==> config.mk <==
export PLATFORM = sky130hd
export DESIGN_NAME = lsfs_device_flat
export DESIGN_NICKNAME = d
export VERILOG_FILES = /design/src/logic/lsfs_pkg.sv /design/src/logic/lsfs_link_if.sv /design/src/logic/lsfs_device.sv /design/src/logic/lsfs_sync.sv /design/src/flat_wrapper.sv
export SDC_FILE = /design/constraint.sdc
export NUM_CORES = 1
export LEC_CHECK = 0
export BUFFER_PORTS_ARGS = -buffer_cell sky130_fd_sc_hd__buf_2
export CAP_MARGIN = 20
export CORE_MARGIN = 4
export CORE_UTILIZATION = 30
export CTS_BUF_LIST = sky130_fd_sc_hd__clkbuf_16
export CTS_CLUSTER_SIZE = 8
export DETAILED_ROUTE_END_ITERATION = 10
export PLACE_DENSITY_LB_ADDON = 0.1
export SLEW_MARGIN = 25
export SYNTH_ARGS = -nofsm -noshare
export SYNTH_HDL_FRONTEND = slang
export SYNTH_SLANG_ARGS = --single-unit
export TNS_END_PERCENT = 100
==> constraint.sdc <==
create_clock -name clk_sys -period 4.21 [get_ports clk_sys]
set_input_delay 0.421 -clock clk_sys [delete_from_list [all_inputs] [get_ports clk_sys]]
set_output_delay 0.421 -clock clk_sys [all_outputs]
set_load 0.02 [all_outputs]
==> src/logic/lsfs_pkg.sv <==
// shared constants, modes and register map of the line state and fault supervisor
// assumes a single 100 MHz system clock for both ends
package lsfs_pkg;

  typedef enum logic [2:0]
  {
    MODE_STANDBY  = 3'b000,
    MODE_DISC     = 3'b001,
    MODE_ACTIVE   = 3'b010,
    MODE_REVERSE  = 3'b011,
    MODE_RINGING  = 3'b100,
    MODE_LINETEST = 3'b101,
    MODE_RSVD6    = 3'b110,
    MODE_RSVD7    = 3'b111
  } lsfs_mode_t;

  typedef enum logic [1:0]
  {
    PH_RUN     = 2'b00,
    PH_PASSREV = 2'b01,
    PH_HOT     = 2'b10
  } lsfs_phase_t;

  localparam int CLK_FREQ_MHZ    = 100;
  localparam int REVPASS_TIME_NS = 2000;
  localparam int REVPASS_CYC     = (REVPASS_TIME_NS * CLK_FREQ_MHZ + 999) / 1000;
  localparam int SETTLE_TIME_MS  = 3000;
  localparam int SETTLE_CYC_DFLT = SETTLE_TIME_MS * 1000 * CLK_FREQ_MHZ;

  localparam logic [3:0] REG_CTRL     = 4'h0;
  localparam logic [3:0] REG_STATUS   = 4'h4;
  localparam logic [3:0] REG_INT_STAT = 4'h8;
  localparam logic [3:0] REG_INT_MASK = 4'hC;

  localparam int ST_FAULT_BIT = 3;
  localparam int ST_SENSE_BIT = 4;
  localparam int ST_READY_BIT = 5;

  localparam int INT_W           = 3;
  localparam int INT_FAULT_BIT   = 0;
  localparam int INT_SENSE_BIT   = 1;
  localparam int INT_SETTLED_BIT = 2;

endpackage

==> src/logic/lsfs_link_if.sv <==
// link between controller and line channel: state select in, fault and loop sense out
// assumes both ends run on the same clk_sys
`timescale 1ns/10ps
interface lsfs_link_if;
  logic state_sel_bit0;
  logic state_sel_bit1;
  logic state_sel_bit2;
  logic fault_n;
  logic loop_sense_out;

  modport device
  (
    input  state_sel_bit0,
    input  state_sel_bit1,
    input  state_sel_bit2,
    output fault_n,
    output loop_sense_out
  );

  modport host
  (
    output state_sel_bit0,
    output state_sel_bit1,
    output state_sel_bit2,
    input  fault_n,
    input  loop_sense_out
  );
endinterface // lsfs_link_if

==> src/logic/lsfs_device.sv <==
// line channel end: state decode, fault output, thermal shutdown, disconnect entry
// assumes the controller end on the same clk_sys; analog conditions arrive as comparator levels
`timescale 1ns/10ps
module lsfs_device
  import lsfs_pkg::*;
#(
  parameter int REV_CNT_W = 8
)
(
  // clock and reset
  input  wire logic   clk_sys,
  input  wire logic   srst,
  // link to controller
  lsfs_link_if.device link,
  // analog comparator levels
  input  wire logic   long_fault_in,
  input  wire logic   tip_above_gnd,
  input  wire logic   ring_above_gnd,
  input  wire logic   tip_near_rail,
  input  wire logic   ring_near_rail,
  input  wire logic   temp_trip_hot,
  input  wire logic   temp_below_cool,
  input  wire logic   loop_current_in,
  // channel controls
  output lsfs_mode_t  mode_applied,
  output logic        voice_en,
  output logic        ilim_reduced,
  output logic        sense_reduced,
  output logic        amp_en,
  output logic        polarity_rev,
  output logic        ringing_en,
  output logic        low_bias,
  output logic        switcher_en,
  output logic        overheat_shutdown
);

  if (REVPASS_CYC < 1 || REVPASS_CYC >= (1 << REV_CNT_W))
    $error("lsfs_device: REV_CNT_W too small for reverse pass count");

  logic [7:0]           sync_q;
  logic                 long_s;
  logic                 tip_gnd_s;
  logic                 ring_gnd_s;
  logic                 tip_rail_s;
  logic                 ring_rail_s;
  logic                 hot_s;
  logic                 cool_s;
  logic                 loop_s;

  lsfs_mode_t           cmd_r;
  lsfs_mode_t           applied_r;
  lsfs_mode_t           applied_nxt;
  lsfs_phase_t          phase_r;
  lsfs_phase_t          phase_nxt;
  logic [REV_CNT_W-1:0] cnt_r;
  logic [REV_CNT_W-1:0] cnt_nxt;

  logic                 fault_n_r;
  logic                 sense_r;

  lsfs_sync #(.W(8)) u_sync
  (
    .clk_sys (clk_sys),
    .srst    (srst),
    .d_async ({loop_current_in, temp_below_cool, temp_trip_hot, ring_near_rail,
               tip_near_rail, ring_above_gnd, tip_above_gnd, long_fault_in}),
    .q_sync  (sync_q)
  );

  assign long_s      = sync_q[0];
  assign tip_gnd_s   = sync_q[1];
  assign ring_gnd_s  = sync_q[2];
  assign tip_rail_s  = sync_q[3];
  assign ring_rail_s = sync_q[4];
  assign hot_s       = sync_q[5];
  assign cool_s      = sync_q[6];
  assign loop_s      = sync_q[7];

  // select decode
  wire lsfs_mode_t cmd_in  = lsfs_mode_t'({link.state_sel_bit2, link.state_sel_bit1,
                                           link.state_sel_bit0});
  wire             cmd_ok  = (cmd_in != MODE_RSVD6) && (cmd_in != MODE_RSVD7);
  wire             in_hot  = (phase_r == PH_HOT);
  wire             in_pass = (phase_r == PH_PASSREV);
  wire             recover = cool_s && !hot_s;

  // state sequencing
  always_comb
  begin
    applied_nxt = applied_r;
    phase_nxt   = phase_r;
    cnt_nxt     = cnt_r;
    unique case (phase_r)
      PH_RUN:
      begin
        if (hot_s)
          phase_nxt = PH_HOT;
        else if (cmd_r != applied_r)
        begin
          if (cmd_r == MODE_DISC)
          begin
            phase_nxt = PH_PASSREV;
            cnt_nxt   = REV_CNT_W'(REVPASS_CYC - 1);
          end
          else
            applied_nxt = cmd_r;
        end
      end
      PH_PASSREV:
      begin
        if (hot_s)
          phase_nxt = PH_HOT;
        else if (cnt_r == '0)
        begin
          applied_nxt = MODE_DISC;
          phase_nxt   = PH_RUN;
        end
        else
          cnt_nxt = cnt_r - 1'b1;
      end
      PH_HOT:
      begin
        if (recover)
        begin
          applied_nxt = cmd_r;
          phase_nxt   = PH_RUN;
        end
      end
      default:
      begin
        phase_nxt = PH_RUN;
      end
    endcase
  end

  // mode in force, reverse during the pass
  wire lsfs_mode_t eff = in_pass ? MODE_REVERSE : applied_r;

  wire is_stby = (eff == MODE_STANDBY);
  wire is_disc = (eff == MODE_DISC);
  wire is_act  = (eff == MODE_ACTIVE);
  wire is_rev  = (eff == MODE_REVERSE);
  wire is_ring = (eff == MODE_RINGING);
  wire is_test = (eff == MODE_LINETEST);
  wire on      = !in_hot && !is_disc;

  wire voice_nxt  = !in_hot && (is_act || is_rev);
  wire ilim_nxt   = !in_hot && is_stby;
  wire sense_nxt  = !in_hot && (is_stby || is_test);
  wire pol_nxt    = !in_hot && is_rev;
  wire ring_nxt   = !in_hot && (is_ring || is_test);
  wire bias_nxt   = !in_hot && is_test;
  wire sw_nxt     = on;

  // fault detection
  wire fv_norm = (is_act || is_stby) && (tip_gnd_s || ring_rail_s);
  wire fv_rev  = is_rev && (ring_gnd_s || tip_rail_s);
  wire det     = on && (long_s || fv_norm || fv_rev);
  wire fault_n_nxt = !det;

  wire loop_nxt = in_hot ? 1'b1 : (on && loop_s);

  always_ff @(posedge clk_sys)
  begin
    if (srst)
    begin
      cmd_r     <= MODE_DISC;
      applied_r <= MODE_DISC;
      phase_r   <= PH_RUN;
      cnt_r     <= '0;
    end
    else
    begin
      if (cmd_ok)
        cmd_r <= cmd_in;
      applied_r <= applied_nxt;
      phase_r   <= phase_nxt;
      cnt_r     <= cnt_nxt;
    end
  end

  always_ff @(posedge clk_sys)
  begin
    if (srst)
    begin
      mode_applied      <= MODE_DISC;
      voice_en          <= 1'b0;
      ilim_reduced      <= 1'b0;
      sense_reduced     <= 1'b0;
      amp_en            <= 1'b0;
      polarity_rev      <= 1'b0;
      ringing_en        <= 1'b0;
      low_bias          <= 1'b0;
      switcher_en       <= 1'b0;
      overheat_shutdown <= 1'b0;
      fault_n_r         <= 1'b1;
      sense_r           <= 1'b0;
    end
    else
    begin
      mode_applied      <= eff;
      voice_en          <= voice_nxt;
      ilim_reduced      <= ilim_nxt;
      sense_reduced     <= sense_nxt;
      amp_en            <= on;
      polarity_rev      <= pol_nxt;
      ringing_en        <= ring_nxt;
      low_bias          <= bias_nxt;
      switcher_en       <= sw_nxt;
      overheat_shutdown <= in_hot;
      fault_n_r         <= fault_n_nxt;
      sense_r           <= loop_nxt;
    end
  end

  assign link.fault_n        = fault_n_r;
  assign link.loop_sense_out = sense_r;

endmodule // lsfs_device

==> src/logic/lsfs_sync.sv <==
// two flip-flop synchroniser for a group of asynchronous levels
// assumes inputs come from analog comparators outside the clock domain
`timescale 1ns/10ps
module lsfs_sync
#(
  parameter int W = 8
)
(
  // clock and reset
  input  wire logic         clk_sys,
  input  wire logic         srst,
  // levels
  input  wire logic [W-1:0] d_async,
  output logic      [W-1:0] q_sync
);
  logic [W-1:0] meta_r;

  if (W < 1) $error("lsfs_sync: W must be at least 1");

  always_ff @(posedge clk_sys)
  begin
    if (srst)
    begin
      meta_r <= '0;
      q_sync <= '0;
    end
    else
    begin
      meta_r <= d_async;
      q_sync <= meta_r;
    end
  end
endmodule // lsfs_sync

==> src/flat_wrapper.sv <==
// flat-port wrapper written by rule: the top's interface ports become plain ports
module lsfs_device_flat import lsfs_pkg::*;
#(
  parameter int REV_CNT_W = 8
)
  (clk_sys, srst, long_fault_in, tip_above_gnd, ring_above_gnd, tip_near_rail, ring_near_rail, temp_trip_hot, temp_below_cool, loop_current_in, mode_applied, voice_en, ilim_reduced, sense_reduced, amp_en, polarity_rev, ringing_en, low_bias, switcher_en, overheat_shutdown, link_state_sel_bit0, link_state_sel_bit1, link_state_sel_bit2, link_fault_n, link_loop_sense_out);
  lsfs_link_if link_i ();
  input  wire logic clk_sys;
  input  wire logic srst;
  input  wire logic long_fault_in;
  input  wire logic tip_above_gnd;
  input  wire logic ring_above_gnd;
  input  wire logic tip_near_rail;
  input  wire logic ring_near_rail;
  input  wire logic temp_trip_hot;
  input  wire logic temp_below_cool;
  input  wire logic loop_current_in;
  output lsfs_mode_t mode_applied;
  output logic voice_en;
  output logic ilim_reduced;
  output logic sense_reduced;
  output logic amp_en;
  output logic polarity_rev;
  output logic ringing_en;
  output logic low_bias;
  output logic switcher_en;
  output logic overheat_shutdown;
  input wire logic [$bits(link_i.state_sel_bit0)-1:0] link_state_sel_bit0;
  input wire logic [$bits(link_i.state_sel_bit1)-1:0] link_state_sel_bit1;
  input wire logic [$bits(link_i.state_sel_bit2)-1:0] link_state_sel_bit2;
  output wire logic [$bits(link_i.fault_n)-1:0] link_fault_n;
  output wire logic [$bits(link_i.loop_sense_out)-1:0] link_loop_sense_out;
  assign link_i.state_sel_bit0 = link_state_sel_bit0;
  assign link_i.state_sel_bit1 = link_state_sel_bit1;
  assign link_i.state_sel_bit2 = link_state_sel_bit2;
  assign link_fault_n = link_i.fault_n;
  assign link_loop_sense_out = link_i.loop_sense_out;
  lsfs_device #(.REV_CNT_W(REV_CNT_W)) u_core (.clk_sys(clk_sys), .srst(srst), .link(link_i), .long_fault_in(long_fault_in), .tip_above_gnd(tip_above_gnd), .ring_above_gnd(ring_above_gnd), .tip_near_rail(tip_near_rail), .ring_near_rail(ring_near_rail), .temp_trip_hot(temp_trip_hot), .temp_below_cool(temp_below_cool), .loop_current_in(loop_current_in), .mode_applied(mode_applied), .voice_en(voice_en), .ilim_reduced(ilim_reduced), .sense_reduced(sense_reduced), .amp_en(amp_en), .polarity_rev(polarity_rev), .ringing_en(ringing_en), .low_bias(low_bias), .switcher_en(switcher_en), .overheat_shutdown(overheat_shutdown));
endmodule
# Yosys cells after proc, flatten, opt, wreduce, memory -nomap -nowiden
# Index checks and enable logic that the tools add are counted.
[op_classes]
n_div = 0
n_reduce_logical = 33
bitwise_logic = 0
n_eq_ne = 22
n_mul = 0
order_cmp = 0
n_shift = 0
addsub = 1
mux = 22
[ops]
columns = ["operator", "count"]
rows = [
  ["8-bit two-way mux", 5],
  ["3-bit two-way mux", 7],
  ["8-bit case mux with 2 select lines", 1],
  ["1-bit logical AND", 13],
  ["2-bit two-way mux", 6],
  ["2-bit inequality test (second input constant)", 6],
  ["3-bit inequality test (second input constant)", 3],
  ["3-bit case mux with 3 select lines", 1],
  ["8-bit zero test", 1],
  ["1-bit logical OR", 8],
  ["8-bit by 1-bit subtractor with 8-bit output (second input constant)", 1],
  ["7-bit AND reduction", 1],
  ["3-bit by 1-bit == test with 1-bit output (second input constant)", 2],
  ["3-bit by 2-bit == test with 1-bit output (second input constant)", 2],
  ["3-bit == test (second input constant)", 2],
  ["3-bit by 2-bit inequality test with 1-bit output (second input constant)", 2],
  ["2-bit case mux with 3 select lines", 1],
  ["6-bit AND reduction", 1],
  ["1-bit zero test", 4],
  ["2-bit by 1-bit inequality test with 1-bit output (second input constant)", 2],
  ["4-bit AND reduction", 1],
  ["3-bit zero test", 1],
  ["3-bit inequality test", 1],
  ["3-bit nonzero test", 1],
  ["5 further kinds", 5],
]
[totals]
latch_bits = 0
n_memories = 0
reg_bits = 45
output_inout_bits = 14
rom_bits = 0
word_cells = 95
ram_bits = 0
in_bits = 13

# Longest topological paths before layout
# Gate-level depths: netlist of run 1.
[logic_depth]
ltp_word = 9
depth_mapped = 7
depth_no_buf = 7

# By module
# Synthesis of run 1 repeated with hierarchy kept, for this count alone.
[unflattened]
hier_cells = 201
area_unflattened_um2 = 1941.9
[by_module_without_submodules]
columns = ["module", "seq_area_each_um2", "area_per_inst_um2", "cells_each", "n_inst"]
rows = [
  ["lsfs_device", 580.6, 1477.7, 168, 1],
  ["lsfs_sync", 320.3, 464.2, 33, 1],
]

# Worst setup path before layout of run 1
# OpenSTA, ideal clock, no wires.
[synth_timing]
path_kind = "register to register"
start = "register u_core.phase_r[1]"
end = "register u_core.cnt_r[5]"
stages_incl_launch_ff = 7
setup_slack_ns = 2.445
arrival_time_ns = 1.648
t_required_ns = 4.093
setup_time_ns = 0.117
cell_sequence = "dfxtp_1 -> buf_6 -> or4b_4 -> or2_4 -> or3_4 -> nand2_2 -> nor3_1"
[synth_between]
elab_chain_len = 3
word_cells_on_any_way = 10
[synth_rtl]
columns = ["item", "line_no", "rtl"]
rows = [
  ["start, declared", "lsfs_device.sv:53", "lsfs_phase_t phase_r;"],
  ["start signal, assigned", "lsfs_device.sv:177", "phase_r <= phase_nxt;"],
  ["2-bit by 1-bit == test with 1-bit output or 2-bit zero test (tied branches)", "lsfs_device.sv:93", "unique case (phase_r)"],
  ["2-bit inequality test (no line), or another cell as far along", "-", ""],
  ["6-bit AND reduction (no line)", "-", ""],
  ["end signal, assigned", "lsfs_device.sv:178", "cnt_r <= cnt_nxt;"],
  ["end, declared", "lsfs_device.sv:55", "logic [REV_CNT_W-1:0] cnt_r;"],
]
# Several ways; a longest one is shown, not always the timed one.
# A chain may end at the register's enable or synchronous reset.

# Worst setup path in the final report of run 1
[layout_timing]
start = "register u_core.phase_r[1]"
end = "register u_core.cnt_r[3]"
# Same word-level chain as after synthesis.

==> results.sh, run 1 <==
export IMPL_io_pins=27
export IMPL_setup_viol=0
export IMPL_row_count=27
export IMPL_worst_slew_pin_slew_ns=0.723
export IMPL_totalWireLength_mm=3.31
export IMPL_ir_worst_vdd_uv=176
export IMPL_avgRoutedWirePerCell_um=12.2
export IMPL_cts_resized=0
export IMPL_pwr_share_seq_pct=45.5
export IMPL_startpoint_type="register"
export IMPL_cts_tree="yes"
export IMPL_synth_cell_type_count=45
export IMPL_grt_use_met1_pct=11.8
export IMPL_cts_root_buf="clkbuf_16"
export IMPL_antenna_left=0
export IMPL_grt_pass1_vias=1228
export IMPL_gp_congestion=0.813
export IMPL_synth_edf_count=0
export IMPL_fp_dieW_um=83.3
export IMPL_areaGrowthSynthToFinish_pct=19.4
export IMPL_fill_cells=575
export IMPL_ys_warn_count=0
export IMPL_antenna_found_initial=0
export IMPL_grtUsageMet2_pct=16.0
export IMPL_skew_ns=0.00373
export IMPL_holdBufCountCts=0
export IMPL_grt_remaining_overflow=0
export IMPL_dominantRegCellSynth="dfxtp_1"
export IMPL_dp_hpwl_mm=2.43
export IMPL_grt_max_degree=33
export IMPL_fmax_ghz=0.542
export IMPL_final_common_cell="dfxtp_1"
export IMPL_syn_inst=172
export IMPL_busiest_layer="met2"
export IMPL_clock_power_share_pct=34.1
export IMPL_rsz0062_at_grt="false"
export IMPL_switching_share_pct=28.3
export IMPL_dieArea_um2=6950
export IMPL_p_int_mw=0.786
export IMPL_final_cell_mix="dfxtp_1 (45), buf_2 (26), nor2b_1 (17)"
export IMPL_initial_core_util_pct=30.9
export IMPL_cp_max_fo=10
export IMPL_seq_area_um2=901
export IMPL_drc=0
export IMPL_multi_input_area_um2=731
export IMPL_fin_tns_setup_ns=0
export IMPL_r2r_start="u_core.phase_r[1]"
export IMPL_report_final_slew_viol_count=0
export IMPL_endpoint_kind="register"
export IMPL_diodes=0
export IMPL_clk_pin_slew_ns=0.06
export IMPL_grt_pass1_wl_mm=5.64
export IMPL_htreeDepth=2
export IMPL_hold_violations=0
export IMPL_required_ns=4.38
export IMPL_cts_setup_buffers=0
export IMPL_power_switching_mw=0.311
export IMPL_maxCapViolations=0
export IMPL_grt_use_total_pct=10.1
export IMPL_fin_util_pct=36.9
export IMPL_vias=1247
export IMPL_drive_above_1_share_pct=21.5
export IMPL_min_period_ns=1.84
export IMPL_finalCritPeriodShare_pct=43.8
export IMPL_io_buffer_count=26
export IMPL_clock_latency_ns=0.28
export IMPL_hold_path_class="in2reg"
export IMPL_fp_dieH_um=83.3
export IMPL_status="completed"
export IMPL_ctsLongestPathBuffers=2
export IMPL_gr_usage_met3_pct=4.27
export IMPL_firstDrtPassIters=4
export IMPL_ys_async_sr_fraction_pct=0
export IMPL_drtIter0Drc=53
export IMPL_leakagePower_nw=0.857
export IMPL_max_slew_margin_pct=51.3
export IMPL_via_per_inst=4.58
export IMPL_cts_buffers=5
export IMPL_p_per_area_nw_per_um2=539
export IMPL_cts_sinks=45
export IMPL_arrival_ns=2.02
export IMPL_synth_seq_cells=45
export IMPL_min_from="temp_below_cool"
export IMPL_fin_nets=214
export IMPL_coreArea_um2=5510
export IMPL_path_class="reg2reg"
export IMPL_startpoint="u_core.phase_r[1]"
export IMPL_pwr_share_comb_pct=20.4
export IMPL_synth_fp_nets=187
export IMPL_avgSynthCellArea_um2=9.90
export IMPL_yosysSeqAreaShare_pct=52.9
export IMPL_synth_area_um2=1700
==> power groups by stage <==
stage | combinational, mW | clock, mW | sequential, mW
finish | 0.224 | 0.374 | 0.499
global route | 0.251 | 0.408 | 0.506
CTS | 0.226 | 0.385 | 0.499
detailed placement | 0.225 | 0 | 0.509
global placement | 0.224 | 0 | 0.508
floorplan | 0.171 | 0 | 0.509
==> Yosys cell counts (all sizes together), types with 3 or more instances <==
| cell | count | area share [%] |
|---|---|---|
| a211oi | 3 | 1.3 |
| a21oi | 11 | 3.2 |
| clkbuf | 4 | 0.88 |
| dfxtp | 45 | 53 |
| inv | 10 | 2.2 |
| nand2 | 9 | 2.1 |
| nand2b | 3 | 1.1 |
| nand3 | 3 | 0.88 |
| nor2 | 12 | 2.6 |
| nor2b | 17 | 6.2 |
| nor3 | 4 | 1.2 |
| nor4 | 5 | 1.8 |
| o21a | 4 | 1.8 |
| or2 | 3 | 1.2 |
| xnor2 | 3 | 1.5 |
==> cell families (layout without fill, tap and decap cells) <==
logic type               count (synthesis)  count (layout)  share of synthesized area [%]
AO/OA/AOI/OAI                           29              29                           11.8
XOR/XNOR                                 4               4                           2.06
adder cells (fa/ha/maj)                  4               4                           2.64
buffers and inverters                   16              44                           4.19
flip-flops                              45              45                           52.9
multiplexers                             2               2                           1.18
AND/OR/NAND/NOR                         72              72                           25.2
==> worst max-delay path, cell delays in order, from the launching register on <==
cell and delay (ns):
dfxtp_1 0.39, or4b_4 0.57, or2_4 0.26, or3_4 0.34, nand2_2 0.10, nor3_1 0.06
==> cell type report <==
cell class                 count  area share, %
clock buffer                   5           6.15
clock inverter                 3          0.923
inverter                      10           1.85
multi-input combinational    111           35.9
sequential                    45           44.3
tap                           72           4.43
timing repair buffer          26           6.40
==> per-layer routing <==
metal | part of all wire (%) | vias up | routed length [um]
li1 | - | 641 | -
met1 | 46 | 569 | 1530
met2 | 45 | 30 | 1510
met3 | 5.9 | 7 | 196
met4 | 2.4 | 0 | 78
met5 | 0 | - | 0
==> through the flow <==
step                hold WS [ns]  setup WS [ns]  power, mW  instance area (um2)  std cells
floorplan                  0.396           2.44      0.680                 1700        172
global placement           0.405           2.29      0.732                 1890        264
detailed placement         0.409           2.21      0.734                 1890        264
CTS                        0.338           2.36       1.11                 2030        272
global route               0.340           2.20       1.16                 2030        272
finish                     0.341           2.37       1.10                 2030        272
==> flip-flops by register name, indices dropped and copies added (netlist names), 2 cells and up <==
name / flops
u_core.phase_r: 2
u_core.cmd_r: 3
u_core.u_sync.q_sync: 8
u_core.cnt_r: 8
u_core.u_sync.meta_r: 8
u_core.applied_r: 3
u_core.mode_applied: 3
==> final timing paths <==
path	endpoint	slack, ns	cells after the start
min reg2reg	u_core.link.fault_n	0.42	1
min	u_core.u_sync.meta_r[6]	0.34	2
max reg2reg	u_core.cnt_r[3]	2.37	5
max	u_core.cnt_r[3]	2.37	5
No activity file was read; power rests on OpenSTA's default activity.
==> run 2, diff against run 1 <==
--- a/config.mk
+++ b/config.mk
@@ -5,6 +5,7 @@
 export SDC_FILE = /design/constraint.sdc
 export NUM_CORES = 1
 export LEC_CHECK = 0
+export ABC_AREA = 1
 export BUFFER_PORTS_ARGS = -buffer_cell sky130_fd_sc_hd__buf_2
 export CAP_MARGIN = 20
 export CORE_MARGIN = 4
==> constraint.sdc (replaced) <==
create_clock -name clk_sys -period 1.6 [get_ports clk_sys]
set_input_delay 0.16 -clock clk_sys [delete_from_list [all_inputs] [get_ports clk_sys]]
set_output_delay 0.16 -clock clk_sys [all_outputs]
set_load 0.02 [all_outputs]
==> results.sh, run 2 <==
export IMPL_fill_cells=602
export IMPL_cp_max_fo=11
export IMPL_synth_top_cells_by_count="dfxtp_1 (45), nand2_1 (42), inv_1 (40)"
export IMPL_seq_area_um2=901
export IMPL_crit_chain="inv_1, ha_1, nand3_1, o21ai_2, nand2_2, nand2_4, nand2_1, o21ai_1, nor2_1"
export IMPL_skew_ns=0.00281
export IMPL_synth_edf_count=0
export IMPL_areaGrowthSynthToFinish_pct=22.2
export IMPL_drc=0
export IMPL_synthTopCellsByArea="dfxtp_1 (51%), nand2_1 (9.0%), inv_1 (8.6%), nor2_1 (8.3%), nand3_1 (6.6%)"
export IMPL_syn_inst=237
export IMPL_clock_power_share_pct=37.1
export IMPL_ctsLongestPathBuffers=2
export IMPL_yosysSeqAreaShare_pct=51.4
export IMPL_synth_area_um2=1750
export IMPL_reg2reg_to="u_core.cnt_r[1]"
export IMPL_r2r_start="u_core.cnt_r[0]"
export IMPL_avgRoutedWirePerCell_um=10.0
export IMPL_diodes=0
export IMPL_leakagePower_nw=1.06
export IMPL_dominantRegCellSynth="dfxtp_1"
export IMPL_min_to="u_core.cmd_r[1]"
export IMPL_hold_violations=0
export IMPL_cts_setup_buffers=0
export IMPL_path_class="reg2reg"
export IMPL_grt_pass1_vias=1324
export IMPL_cpMaxStageDelayCell="dfxtp_1"
export IMPL_via_per_inst=4.25
export IMPL_dp_hpwl_mm=2.53
export IMPL_grt_remaining_overflow=0
export IMPL_ys_async_sr_fraction_pct=0
export IMPL_status="completed"
export IMPL_drive_above_1_share_pct=17.1
export IMPL_row_count=27
export IMPL_coreArea_um2=5570
export IMPL_ir_worst_vdd_uv=435
export IMPL_holdBufCountCts=0
export IMPL_grt_max_degree=34
export IMPL_multi_input_area_um2=663
export IMPL_grt_pass1_wl_mm=5.91
export IMPL_fp_dieH_um=84.5
export IMPL_io_buffer_count=26
export IMPL_maxCapViolations=0
export IMPL_initial_core_util_pct=31.5
export IMPL_worst_path_buf_inv=1
export IMPL_dieArea_um2=7130
export IMPL_min_path_cells=2
export IMPL_total_power_mw=3.06
export IMPL_min_from="link_state_sel_bit2"
export IMPL_clock_latency_ns=0.28
export IMPL_report_final_slew_viol_count=0
export IMPL_power_switching_mw=0.881
export IMPL_htreeDepth=2
export IMPL_arrival_ns=1.57
export IMPL_grt_use_total_pct=10.2
export IMPL_synth_fp_nets=252
export IMPL_cts_root_buf="clkbuf_16"
export IMPL_finalCritPeriodShare_pct=88.3
export IMPL_min_period_ns=1.41
export IMPL_required_ns=1.76
export IMPL_antenna_left=0
export IMPL_clk_pin_slew_ns=0.06
export IMPL_cts_tree="yes"
export IMPL_totalWireLength_mm=3.42
export IMPL_slowest_delay_ns=0.30
export IMPL_drtIter0Drc=55
export IMPL_switching_share_pct=28.8
export IMPL_pwr_share_seq_pct=41.5
export IMPL_final_cell_mix="dfxtp_1 (45), nand2_1 (42), inv_1 (41)"
export IMPL_p_per_area_nw_per_um2=1430
export IMPL_vias=1450
export IMPL_antenna_found_initial=0
export IMPL_fp_dieW_um=84.5
export IMPL_yosysTopAreaCell="dfxtp_1"
export IMPL_pwr_share_comb_pct=21.4
export IMPL_netlist_area_leader_share_pct=51.4
export IMPL_synth_seq_cells=45
export IMPL_final_common_cell="dfxtp_1"
export IMPL_r2r_cells=9
export IMPL_firstDrtPassIters=4
export IMPL_worst_slew_pin_slew_ns=0.363
export IMPL_setup_viol=0
export IMPL_io_pins=27
export IMPL_fmax_ghz=0.708
export IMPL_cts_buffers=5
export IMPL_worst_path_stages=9
export IMPL_reg_top3="u_core.cnt_r (8), u_core.u_sync.meta_r (8), u_core.u_sync.q_sync (8)"
export IMPL_avgSynthCellArea_um2=7.40
export IMPL_max_slew_margin_pct=75.8
export IMPL_critPathTopFamily="simple AND/OR/NAND/NOR gates"
export IMPL_r2r_slack_ns=0.19
export IMPL_endpoint_kind="register"
export IMPL_cts_sinks=45
export IMPL_ys_warn_count=0
export IMPL_fin_nets=283
export IMPL_yosysMostFrequentCell="dfxtp_1"
export IMPL_hold_path_class="in2reg"
export IMPL_p_int_mw=2.18
export IMPL_fin_tns_setup_ns=0
export IMPL_synth_cell_type_count=24
export IMPL_gp_congestion=0.771
export IMPL_startpoint_type="register"
export IMPL_rsz0062_at_grt="false"
==> run 2: changes by cell type after synthesis, moves of 3 or more <==
cell and change:
a211oi_1 -3, inv_1 +30, inv_2 +3, nand2_1 +34, nand2b_1 -3, nand3_1 +20, nor2_1 +27, nor2b_1 -17
nor4_1 -3, o21a_1 -4, xnor2_1 -3
==> run 2: per-stage QoR <==
stage	util [%]	setup slack (ns)	instances	area [um2]	hold slack, ns
3_5_place_dp	35.4	0.108	333	1970	0.365
2_1_floorplan	-	0.240	237	1750	0.247
6_report	38.5	0.187	341	2140	0.0745
3_3_place_gp	35.4	0.172	333	1970	0.360
5_1_grt	38.5	0.00548	341	2140	0.0813
4_1_cts	38.4	0.0947	341	2140	0.0688
==> run 2: what timing repair did <==
item | 4_1_cts | 5_1_grt
endpoints found under the hold margin | 0 | 0
resized for setup | 0 | 1
endpoints found under the setup margin | 0 | 6
==> run 2: cell families after synthesis <==
family | Yosys count | share of synthesized area [%]
AO/OA/AOI/OAI | 20 | 6.06
XOR/XNOR | 1 | 0.499
adder cells (fa/ha/maj) | 2 | 1.43
buffers and inverters | 49 | 11.1
flip-flops | 45 | 51.4
AND/OR/NAND/NOR | 120 | 29.5
==> run 2: final cells by class <==
type	count	area share, %
Tap cell	72	4.20
Inverter	43	7.53
Clock inverter	3	1.98
Clock buffer	5	5.84
Timing Repair Buffer	30	7.47
Multi-Input combinational cell	143	30.9
Sequential cell	45	42.0
==> run 2: worst reg2reg max path: cells and delay by family (launching register included) <==
| kind | cells | cell delay, ns |
|---|---|---|
| compound gates | 2 | 0.26 |
| fa+ha+maj | 1 | 0.17 |
| buf+inv | 1 | 0.12 |
| flops | 1 | 0.30 |
| simple gates | 5 | 0.45 |
==> run 2: worst max path at each step <==
| stage | from | end | slack (ns) |
|---|---|---|---|
| floorplan | u_core.cnt_r[0] | u_core.cnt_r[0] | 0.24 |
| global placement | u_core.cnt_r[0] | u_core.cnt_r[1] | 0.17 |
| detailed placement | u_core.cnt_r[0] | u_core.cnt_r[1] | 0.11 |
| CTS | u_core.cnt_r[0] | u_core.cnt_r[1] | 0.09 |
| global route | u_core.cnt_r[3] | u_core.cnt_r[1] | 0.005 |
| finish | u_core.cnt_r[0] | u_core.cnt_r[1] | 0.19 |
==> run 2: power by group through the flow <==
stage | clock [mW] | combinational (mW) | sequential [mW]
floorplan | 0 | 0.474 | 1.32
finish | 1.13 | 0.654 | 1.27
global route | 1.21 | 0.758 | 1.28
global placement | 0 | 0.660 | 1.29
detailed placement | 0 | 0.657 | 1.29
CTS | 1.18 | 0.658 | 1.27
==> run 2: per-layer routing <==
| layer | GRT usage (%) | up-vias | share of wire, % |
|---|---|---|---|
| met4 | 4.32 | 0 | 1.7 |
| li1 | - | 786 | - |
| met3 | 3.53 | 7 | 5.4 |
| met1 | 12.8 | 629 | 49 |
| met2 | 16.1 | 28 | 44 |
| met5 | 0 | - | 0 |
